===== config.mk =====
export PLATFORM = sky130hd
export DESIGN_NAME = smr_config_regs
export DESIGN_NICKNAME = d
export VERILOG_FILES = /design/src/smr_pkg.sv /design/src/smr_config_regs.sv /design/src/smr_cfg_decode.sv /design/src/smr_irq_pin.sv
export SDC_FILE = /design/constraint.sdc
export NUM_CORES = 1
export LEC_CHECK = 0
export ABC_AREA = 0
export BUFFER_PORTS_ARGS = -buffer_cell sky130_fd_sc_hd__buf_4
export CAP_MARGIN = 20
export CORE_AREA = 2 2 141 74
export DETAILED_ROUTE_END_ITERATION = 16
export DIE_AREA = 0 0 143 76
export PLACE_DENSITY = 0.85
export SYNTH_ARGS = -nofsm -noshare
export SYNTH_HDL_FRONTEND = slang
export SYNTH_SLANG_ARGS = --single-unit

===== constraint.sdc =====
create_clock -name sys_clk -period 2 [get_ports sys_clk]
set_clock_uncertainty 0.2 [all_clocks]
set_input_delay 0.2 -clock sys_clk [delete_from_list [all_inputs] [get_ports sys_clk]]
set_output_delay 0.2 -clock sys_clk [all_outputs]
set_load 0.01 [all_outputs]

===== src/smr_pkg.sv =====
package smr_pkg;

  // Register offsets
  localparam logic [7:0] SMR_ADDR_IRQ_FLAGS = 8'h11;
  localparam logic [7:0] SMR_ADDR_INT_CTRL  = 8'h19;
  localparam logic [7:0] SMR_ADDR_IF_SETUP  = 8'h1A;
  localparam logic [7:0] SMR_ADDR_POWER_CONTROL  = 8'h1B;
  localparam logic [7:0] SMR_ADDR_OSR_SETUP = 8'h1C;
  localparam logic [7:0] SMR_ADDR_ODR_SETUP = 8'h1D;
  localparam logic [7:0] SMR_ADDR_FILT      = 8'h1F;

  // Interrupt control fields
  localparam int unsigned SMR_IC_DRIVE_TYPE = 0;
  localparam int unsigned SMR_IC_POLARITY   = 1;
  localparam int unsigned SMR_IC_HOLD       = 2;
  localparam int unsigned SMR_IC_WM_EN      = 3;
  localparam int unsigned SMR_IC_FULL_EN    = 4;
  localparam int unsigned SMR_IC_STRENGTH   = 5;
  localparam int unsigned SMR_IC_DRDY_EN    = 6;
  // Interface setup fields
  localparam int unsigned SMR_IF_THREE_WIRE = 0;
  localparam int unsigned SMR_IF_WDT_EN     = 1;
  localparam int unsigned SMR_IF_WDT_SEL    = 2;
  // Power control fields
  localparam int unsigned SMR_PC_PRESS_ON   = 0;
  localparam int unsigned SMR_PC_TEMP_ON    = 1;
  localparam int unsigned SMR_PC_MODE_LO    = 4;
  // Oversampling and filter fields
  localparam int unsigned SMR_OS_PRESS_LO   = 0;
  localparam int unsigned SMR_OS_TEMP_LO    = 3;
  localparam int unsigned SMR_FC_COEF_LO    = 1;
  // Flag positions
  localparam int unsigned SMR_FL_WM         = 0;
  localparam int unsigned SMR_FL_FULL       = 1;
  localparam int unsigned SMR_FL_DRDY       = 3;

  // Writable bits and the flag bits that can set; the rest read as zero
  localparam logic [7:0] SMR_MASK_INT_CTRL  = 8'h7F;
  localparam logic [7:0] SMR_MASK_IF_SETUP  = 8'h07;
  localparam logic [7:0] SMR_MASK_POWER_CONTROL  = 8'h33;
  localparam logic [7:0] SMR_MASK_OSR_SETUP = 8'h3F;
  localparam logic [7:0] SMR_MASK_ODR_SETUP = 8'h1F;
  localparam logic [7:0] SMR_MASK_FILT      = 8'h0E;
  localparam logic [7:0] SMR_MASK_FLAGS     = 8'h0B;

  // Reset values
  localparam logic [7:0] SMR_RST_INT_CTRL   = 8'h00;
  localparam logic [7:0] SMR_RST_IF_SETUP   = 8'h00;
  localparam logic [7:0] SMR_RST_POWER_CONTROL   = 8'h00;
  localparam logic [7:0] SMR_RST_OSR_SETUP  = 8'h00;
  localparam logic [7:0] SMR_RST_ODR_SETUP  = 8'h00;
  localparam logic [7:0] SMR_RST_FILT       = 8'h00;

  localparam logic [4:0] SMR_RATE_EXP_MAX   = 5'h11;
  localparam logic [2:0] SMR_OSR_CODE_MAX   = 3'h5;

  // Timing
  localparam longint SMR_CLK_PERIOD_NS   = 10;
  localparam longint SMR_WDT_SHORT_NS    = 1250000;
  localparam longint SMR_WDT_LONG_NS     = 40000000;
  localparam longint SMR_SAMPLE_BASE_NS  = 5000000;
  localparam int SMR_WDT_SHORT_CYC   = int'(SMR_WDT_SHORT_NS / SMR_CLK_PERIOD_NS);
  localparam int SMR_WDT_LONG_CYC    = int'(SMR_WDT_LONG_NS / SMR_CLK_PERIOD_NS);
  localparam int SMR_SAMPLE_BASE_CYC = int'(SMR_SAMPLE_BASE_NS / SMR_CLK_PERIOD_NS);

  typedef enum logic [1:0] {
    SMR_MODE_SLEEP  = 2'b00,
    SMR_MODE_FORCED = 2'b01,
    SMR_MODE_NORMAL = 2'b11
  } smr_mode_e;

  typedef struct packed {
    logic       wr_en;
    logic       rd_en;
    logic [7:0] addr;
    logic [7:0] wdata;
  } smr_req_s;

  typedef struct packed {
    logic data_ready;
    logic fifo_full;
    logic fifo_watermark;
  } smr_events_s;

endpackage


===== src/smr_config_regs.sv =====
`timescale 1ns/1ns
module smr_config_regs
  import smr_pkg::*;
#(
  parameter int WDT_SHORT_CYCLES   = SMR_WDT_SHORT_CYC,
  parameter int WDT_LONG_CYCLES    = SMR_WDT_LONG_CYC,
  parameter int SAMPLE_BASE_CYCLES = SMR_SAMPLE_BASE_CYC
) (
  input  wire logic        sys_clk,
  input  wire logic        rst_n,
  input  wire smr_req_s    req,
  output logic [7:0]       rd_data,
  output logic             rd_valid,
  input  wire smr_events_s events,
  input  wire logic        nvm_wdt_enable,
  input  wire logic        nvm_wdt_period,
  output logic             irq_pin_out,
  output logic             irq_pin_oe,
  output logic             irq_pad_strength_sel,
  output logic             three_wire_select,
  output logic             bus_watchdog_enable,
  output logic [31:0]      bus_watchdog_cycles,
  output logic             pressure_channel_on,
  output logic             temperature_channel_on,
  output smr_mode_e        meas_mode,
  output logic [5:0]       pressure_oversample,
  output logic [5:0]       temperature_oversample,
  output logic [4:0]       rate_divider_exponent,
  output logic [35:0]      sample_period_cycles,
  output logic [6:0]       smoothing_coefficient
);

  typedef struct packed {
    logic [7:0]  int_ctrl;
    logic [7:0]  if_setup;
    logic [7:0]  power_control;
    logic [7:0]  osr_setup;
    logic [7:0]  odr_setup;
    logic [7:0]  filt;
    logic [7:0]  flags;
    logic [7:0]  rdata;
    logic        rvalid;
    logic        nvm_done;
    logic [31:0] wdt_cyc;
  } smr_state_s;

  smr_state_s st_r;
  smr_state_s st_nxt;
  logic [7:0] ev_vec;
  logic [7:0] flag_nxt;
  logic       flag_clr;
  logic       hold;
  logic [4:0] rate_wr;

  always_comb begin
    ev_vec = '0;
    ev_vec[SMR_FL_WM]   = events.fifo_watermark & st_r.int_ctrl[SMR_IC_WM_EN];
    ev_vec[SMR_FL_FULL] = events.fifo_full & st_r.int_ctrl[SMR_IC_FULL_EN];
    ev_vec[SMR_FL_DRDY] = events.data_ready & st_r.int_ctrl[SMR_IC_DRDY_EN];
  end

  assign hold     = st_r.int_ctrl[SMR_IC_HOLD];
  assign flag_clr = req.rd_en && (req.addr == SMR_ADDR_IRQ_FLAGS);

  // Flag update per bit; an event in the clearing cycle wins
  for (genvar i = 0; i < 8; i++) begin : g_flag
    always_comb begin
      if (!SMR_MASK_FLAGS[i]) begin
        flag_nxt[i] = 1'b0;
      end else if (hold) begin
        flag_nxt[i] = ev_vec[i] | (st_r.flags[i] & ~flag_clr);
      end else begin
        flag_nxt[i] = ev_vec[i];
      end
    end
  end

  assign rate_wr = (req.wdata[4:0] > SMR_RATE_EXP_MAX) ? SMR_RATE_EXP_MAX : req.wdata[4:0];

  always_comb begin
    st_nxt        = st_r;
    st_nxt.flags  = flag_nxt;
    st_nxt.rvalid = req.rd_en;
    st_nxt.rdata  = st_r.rdata;
    if (!st_r.nvm_done) begin
      st_nxt.nvm_done = 1'b1;
      st_nxt.if_setup[SMR_IF_WDT_EN]  = nvm_wdt_enable;
      st_nxt.if_setup[SMR_IF_WDT_SEL] = nvm_wdt_period;
    end
    if (req.wr_en) begin
      case (req.addr)
        SMR_ADDR_INT_CTRL:  st_nxt.int_ctrl  = req.wdata & SMR_MASK_INT_CTRL;
        SMR_ADDR_IF_SETUP:  st_nxt.if_setup  = req.wdata & SMR_MASK_IF_SETUP;
        SMR_ADDR_POWER_CONTROL:  st_nxt.power_control  = req.wdata & SMR_MASK_POWER_CONTROL;
        SMR_ADDR_OSR_SETUP: st_nxt.osr_setup = req.wdata & SMR_MASK_OSR_SETUP;
        SMR_ADDR_ODR_SETUP: st_nxt.odr_setup = {3'h0, rate_wr};
        SMR_ADDR_FILT:      st_nxt.filt      = req.wdata & SMR_MASK_FILT;
        default: ;
      endcase
    end
    if (req.rd_en) begin
      case (req.addr)
        SMR_ADDR_IRQ_FLAGS: st_nxt.rdata = st_r.flags;
        SMR_ADDR_INT_CTRL:  st_nxt.rdata = st_r.int_ctrl;
        SMR_ADDR_IF_SETUP:  st_nxt.rdata = st_r.if_setup;
        SMR_ADDR_POWER_CONTROL:  st_nxt.rdata = st_r.power_control;
        SMR_ADDR_OSR_SETUP: st_nxt.rdata = st_r.osr_setup;
        SMR_ADDR_ODR_SETUP: st_nxt.rdata = st_r.odr_setup;
        SMR_ADDR_FILT:      st_nxt.rdata = st_r.filt;
        default:            st_nxt.rdata = 8'h00;
      endcase
    end
    st_nxt.wdt_cyc = st_nxt.if_setup[SMR_IF_WDT_SEL] ? 32'(WDT_LONG_CYCLES) : 32'(WDT_SHORT_CYCLES);
  end

  always_ff @(posedge sys_clk or negedge rst_n) begin
    if (!rst_n) begin
      st_r           <= '0;
      st_r.int_ctrl  <= SMR_RST_INT_CTRL;
      st_r.if_setup  <= SMR_RST_IF_SETUP;
      st_r.power_control  <= SMR_RST_POWER_CONTROL;
      st_r.osr_setup <= SMR_RST_OSR_SETUP;
      st_r.odr_setup <= SMR_RST_ODR_SETUP;
      st_r.filt      <= SMR_RST_FILT;
    end else begin
      st_r <= st_nxt;
    end
  end

  assign rd_data                = st_r.rdata;
  assign rd_valid               = st_r.rvalid;
  assign irq_pad_strength_sel   = st_r.int_ctrl[SMR_IC_STRENGTH];
  assign three_wire_select      = st_r.if_setup[SMR_IF_THREE_WIRE];
  assign bus_watchdog_enable    = st_r.if_setup[SMR_IF_WDT_EN];
  assign bus_watchdog_cycles    = st_r.wdt_cyc;
  assign pressure_channel_on    = st_r.power_control[SMR_PC_PRESS_ON];
  assign temperature_channel_on = st_r.power_control[SMR_PC_TEMP_ON];
  assign rate_divider_exponent  = st_r.odr_setup[4:0];

  smr_irq_pin u_irq_pin (
    .sys_clk               (sys_clk),
    .rst_n                 (rst_n),
    .irq_active            (|st_r.flags),
    .irq_polarity          (st_r.int_ctrl[SMR_IC_POLARITY]),
    .irq_output_drive_type (st_r.int_ctrl[SMR_IC_DRIVE_TYPE]),
    .irq_pin_out           (irq_pin_out),
    .irq_pin_oe            (irq_pin_oe)
  );

  smr_cfg_decode #(
    .SAMPLE_BASE_CYCLES (SAMPLE_BASE_CYCLES)
  ) u_decode (
    .sys_clk                (sys_clk),
    .rst_n                  (rst_n),
    .power_control               (st_r.power_control),
    .osr_setup              (st_r.osr_setup),
    .odr_setup              (st_r.odr_setup),
    .filt_setup             (st_r.filt),
    .meas_mode              (meas_mode),
    .pressure_oversample    (pressure_oversample),
    .temperature_oversample (temperature_oversample),
    .sample_period_cycles   (sample_period_cycles),
    .smoothing_coefficient  (smoothing_coefficient)
  );
endmodule // smr_config_regs


===== src/smr_cfg_decode.sv =====
`timescale 1ns/1ns
module smr_cfg_decode
  import smr_pkg::*;
#(
  parameter int SAMPLE_BASE_CYCLES = SMR_SAMPLE_BASE_CYC
) (
  input  wire logic       sys_clk,
  input  wire logic       rst_n,
  input  wire logic [7:0] power_control,
  input  wire logic [7:0] osr_setup,
  input  wire logic [7:0] odr_setup,
  input  wire logic [7:0] filt_setup,
  output smr_mode_e       meas_mode,
  output logic [5:0]      pressure_oversample,
  output logic [5:0]      temperature_oversample,
  output logic [35:0]     sample_period_cycles,
  output logic [6:0]      smoothing_coefficient
);

  typedef struct packed {
    smr_mode_e   mode;
    logic [5:0]  p_os;
    logic [5:0]  t_os;
    logic [35:0] period;
    logic [6:0]  coef;
  } smr_dec_s;

  smr_dec_s dec_r;
  smr_dec_s dec_nxt;

  function automatic logic [5:0] os_factor(input logic [2:0] code);
    logic [2:0] c;
    c = (code > SMR_OSR_CODE_MAX) ? SMR_OSR_CODE_MAX : code;
    return 6'(6'h01 << c);
  endfunction

  always_comb begin
    dec_nxt = dec_r;
    case (power_control[SMR_PC_MODE_LO +: 2])
      2'b00:   dec_nxt.mode = SMR_MODE_SLEEP;
      2'b11:   dec_nxt.mode = SMR_MODE_NORMAL;
      default: dec_nxt.mode = SMR_MODE_FORCED;
    endcase
    dec_nxt.p_os   = os_factor(osr_setup[SMR_OS_PRESS_LO +: 3]);
    dec_nxt.t_os   = os_factor(osr_setup[SMR_OS_TEMP_LO +: 3]);
    dec_nxt.period = 36'(36'(SAMPLE_BASE_CYCLES) << odr_setup[4:0]);
    dec_nxt.coef   = 7'((8'h01 << filt_setup[SMR_FC_COEF_LO +: 3]) - 8'h01);
  end

  always_ff @(posedge sys_clk or negedge rst_n) begin
    if (!rst_n) begin
      dec_r <= '0;
    end else begin
      dec_r <= dec_nxt;
    end
  end

  assign meas_mode              = dec_r.mode;
  assign pressure_oversample    = dec_r.p_os;
  assign temperature_oversample = dec_r.t_os;
  assign sample_period_cycles   = dec_r.period;
  assign smoothing_coefficient  = dec_r.coef;

endmodule // smr_cfg_decode


===== src/smr_irq_pin.sv =====
`timescale 1ns/1ns
module smr_irq_pin
  import smr_pkg::*;
(
  input  wire logic sys_clk,
  input  wire logic rst_n,
  input  wire logic irq_active,
  input  wire logic irq_polarity,
  input  wire logic irq_output_drive_type,
  output logic      irq_pin_out,
  output logic      irq_pin_oe
);

  typedef struct packed {
    logic out;
    logic oe;
  } smr_pin_s;

  smr_pin_s pin_r;
  smr_pin_s pin_nxt;
  logic     level;

  always_comb begin
    level   = irq_active ~^ irq_polarity;
    pin_nxt = pin_r;
    if (irq_output_drive_type) begin
      pin_nxt.out = 1'b0;
      pin_nxt.oe  = ~level;
    end else begin
      pin_nxt.out = level;
      pin_nxt.oe  = 1'b1;
    end
  end

  // Idle level of an active-low push-pull pin is high
  always_ff @(posedge sys_clk or negedge rst_n) begin
    if (!rst_n) begin
      pin_r <= '{out: 1'b1, oe: 1'b1};
    end else begin
      pin_r <= pin_nxt;
    end
  end

  assign irq_pin_out = pin_r.out;
  assign irq_pin_oe  = pin_r.oe;

endmodule // smr_irq_pin


==> flow_metrics.py <==
metrics = {
    "pwr": {
        "ir_worst_vdd_mv": 0.4701,
        "p_leak_nw": 2.803,
        "p_per_area_nw_per_um2": 767.7,
    },
    "sta": {
        "max_slew_margin": 0.6258,
        "hold_violations": 0,
        "slew_violations": 0,
        "worst_pin_slew_ns": 0.5592,
        "rsz0062_at_grt": "no",
        "tns_ns": 0,
        "finalSetupViolations": 0,
        "clock.fmax_ghz": 0.5344,
        "fin_crit_ns": 1.871,
        "finalCritPeriodShare": 0.9357,
    },
    "place": {
        "dpl.cell_count": 634,
        "gp_congestion": 0.9313,
        "dpl.hpwl_microns": 8335,
        "port_buffers": 107,
    },
    "worst_setup_path": {
        "cp.required_ns": 2.04,
        "path_delay_family": "flip-flops",
        "crit_type": "reg -> reg",
        "start_kind": "register",
        "cpPeakStageDelay_ns": 0.40,
        "worstSetupStartpoint": "rate_divider_exponent[0]",
        "arrival_ns": 1.91,
        "end_kind": "register",
        "reg2reg_slack_ns": 0.13,
        "cp_cell_sequence": "inv_1, ha_1, nor2b_1, a21oi_1, o21ai_0",
        "crit_fanout": 5,
        "crit_slowest_cell": "dfrtp_1",
        "rr_startpoint": "rate_divider_exponent[0]",
        "critical_path_buf_inv_count": 1,
    },
    "clock_tree": {
        "postCtsSetupRepairBufs": 0,
        "clk_pin_slew_ns": 0.07,
        "worstSkewPairLatency_ns": 0.35,
        "cts_buffers": 9,
        "cts_tree": "yes",
        "htree_num_levels": 3,
        "cts.sinks": 95,
        "root_buffer": "clkbuf_16",
        "clockBufferDepth": 2,
    },
    "drt": {
        "drc": 0,
        "wire_per_inst_microns": 16.95,
        "vias_per_cell": 5.080,
        "drt_first_pass_iters": 4,
        "vias": 3368,
        "wl_microns": 11240,
        "drt_iter0_markers": 292,
        "ant_nets": 0,
    },
    "die": {
        "rows": 26,
        "io-pin-count": 135,
        "initial_core_util": 0.4566,
        "dieArea_sq_um": 10870,
        "core_area_sq_um": 9792,
        "die_w_microns": 143,
        "die_h_microns": 76,
    },
    "layout": {
        "final_cell_mix": "buf_4 (128), dfrtp_1 (92), nand2_1 (32)",
        "finalNonFillerCells": 663,
        "syn_to_final_growth_pct": 27.48,
        "drive_above_1_share": 0.3556,
        "layout_commonest_cell": "buf_4",
        "fin_util": 0.5820,
        "diodes": 0,
        "nNetsFinal": 549,
    },
    "grt": {
        "grt_overflow": 0,
        "antenna_found_initial": 0,
        "grt_first_pass_wirelength_microns": 17540,
        "grt_usage": 0.2102,
        "grt_max_degree": 42,
        "grt_pass1_vias": 3289,
    },
    "hold_path": {
        "hp-start": "req[11]",
        "hp-class": "in -> reg",
    },
    "yosys": {
        "ys_types": 51,
        "synth_cells": 408,
        "synth_edf_count": 0,
        "synth_area_per_cell_sq_um": 10.96,
        "yosys_register_bits": 95,
        "async_flop_share": 1.000,
        "yosys_warnings": 0,
        "seq_area_frac_synth": 0.5323,
        "synth_ff_type": "dfrtp_1",
        "synthesis.area_sq_um": 4471,
    },
    "job": {
        "cap_violations": 0,
    },
    "run_status": {
        "outcome": "completed",
    },
}
==> worst min-delay path, stage by stage <==
cell and delay, ns:
buf_4 0.15, nand2_1 0.08, o32ai_1 0.08
==> what timing repair did <==
item	4_1_cts	5_1_grt
endpoints found under the hold margin	76	0
gates resized for setup	0	2
hold buffers	13	0
endpoints found under the setup margin	0	2
==> stage by stage <==
step           worst slack (ns)  hold WS (ns)  total power [mW]  instance area (sq um)
2_1_floorplan            0.1316       -0.2956             2.447                   4564
4_1_cts                 0.05648      0.005114             4.407                   5694
3_3_place_gp             0.1322     -0.009722             2.691                   5275
5_1_grt                 0.01917       0.02183             4.555                   5699
3_5_place_dp            0.09143       0.01290             2.712                   5275
6_report                 0.1286       0.01499             4.375                   5699
==> cell type report <==
class	count	area, sq um
Sequential cell	95	2381
Fill cell	816	4093
Tap cell	140	175.2
Clock inverter	7	63.81
Inverter	16	63.81
Timing Repair Buffer	142	1111
Multi-Input combinational cell	254	1679
Clock buffer	9	225.2
==> synthesized netlist by cell type, types with 2 or more instances <==
library cell / instances / area share
conb_1: 2 / 0.0017
mux2_2: 31 / 0.078
a22o_1: 5 / 0.0098
o22a_1: 3 / 0.0059
o211ai_1: 2 / 0.0034
a31oi_1: 2 / 0.0028
o21a_1: 3 / 0.0050
o32ai_1: 2 / 0.0039
and3b_1: 2 / 0.0039
inv_1: 14 / 0.012
nor2_1: 24 / 0.020
and2_1: 5 / 0.0070
mux2i_1: 8 / 0.018
o21ai_0: 16 / 0.018
dfrtp_1: 93 / 0.52
clkinv_1: 2 / 0.0017
nor3_1: 7 / 0.0078
clkbuf_1: 16 / 0.013
dfstp_2: 2 / 0.012
and3_1: 4 / 0.0056
buf_2: 2 / 0.0022
or2_2: 2 / 0.0028
a21oi_1: 12 / 0.013
nand3b_1: 2 / 0.0034
nor3b_1: 7 / 0.012
o22ai_1: 9 / 0.013
a22oi_1: 4 / 0.0067
nor2b_1: 8 / 0.011
nand3_1: 6 / 0.0067
nand2b_1: 5 / 0.0070
nand2_1: 32 / 0.027
xnor2_1: 2 / 0.0039
buf_4: 50 / 0.084
ha_1: 6 / 0.017
xor2_1: 2 / 0.0039
==> sequential cells by signal (all words and copies together) (netlist names), 2 cells and up <==
name / count
bus_watchdog_cycles: 3
rate_divider_exponent: 5
rd_data: 7
st_r: 19
u_decode.meas_mode: 2
u_decode.pressure_oversample: 6
u_decode.sample_period_cycles: 31
u_decode.smoothing_coefficient: 7
u_decode.temperature_oversample: 6
==> routing by layer <==
| metal | share of wire | vias to the layer above | track usage |
|---|---|---|---|
| met5 | 0 | - | 0 |
| met4 | 0.0061 | 0 | 0.04653 |
| met3 | 0.098 | 8 | 0.07165 |
| met2 | 0.42 | 161 | 0.2900 |
| met1 | 0.47 | 1652 | 0.3189 |
| li1 | - | 1547 | - |
==> power by group <==
group / total, mW / switching [mW] / internal (mW)
logic: 0.609 / 0.321 / 0.288
clock network: 1.67 / 0.798 / 0.874
registers: 2.09 / 0.0702 / 2.02
==> kinds of logic (layout without fill, tap and decap cells) <==
group / Yosys count / after routing / synth area share
and+or+nand+nor: 110 / 110 / 0.1282
DFF: 95 / 95 / 0.5323
buffers and inverters: 84 / 174 / 0.1131
AOI/OAI and AO/OA: 67 / 67 / 0.09908
muxes: 40 / 40 / 0.1010
adders and majority gates: 6 / 6 / 0.01679
xor gates and xnor gates: 4 / 4 / 0.007838
other: 2 / 27 / 0.001680
==> final timing paths <==
check / to / depth (start not counted)
hold reg to reg: u_decode.meas_mode[0] / 1
setup / recovery: u_decode.sample_period_cycles[30] / 5
max in group asynchronous: rate_divider_exponent[2] / 3
hold / removal: rd_data[2] / 3
setup reg to reg: u_decode.sample_period_cycles[30] / 5
min in group asynchronous: u_decode.sample_period_cycles[14] / 2
Power figures use the tool's default switching activity.
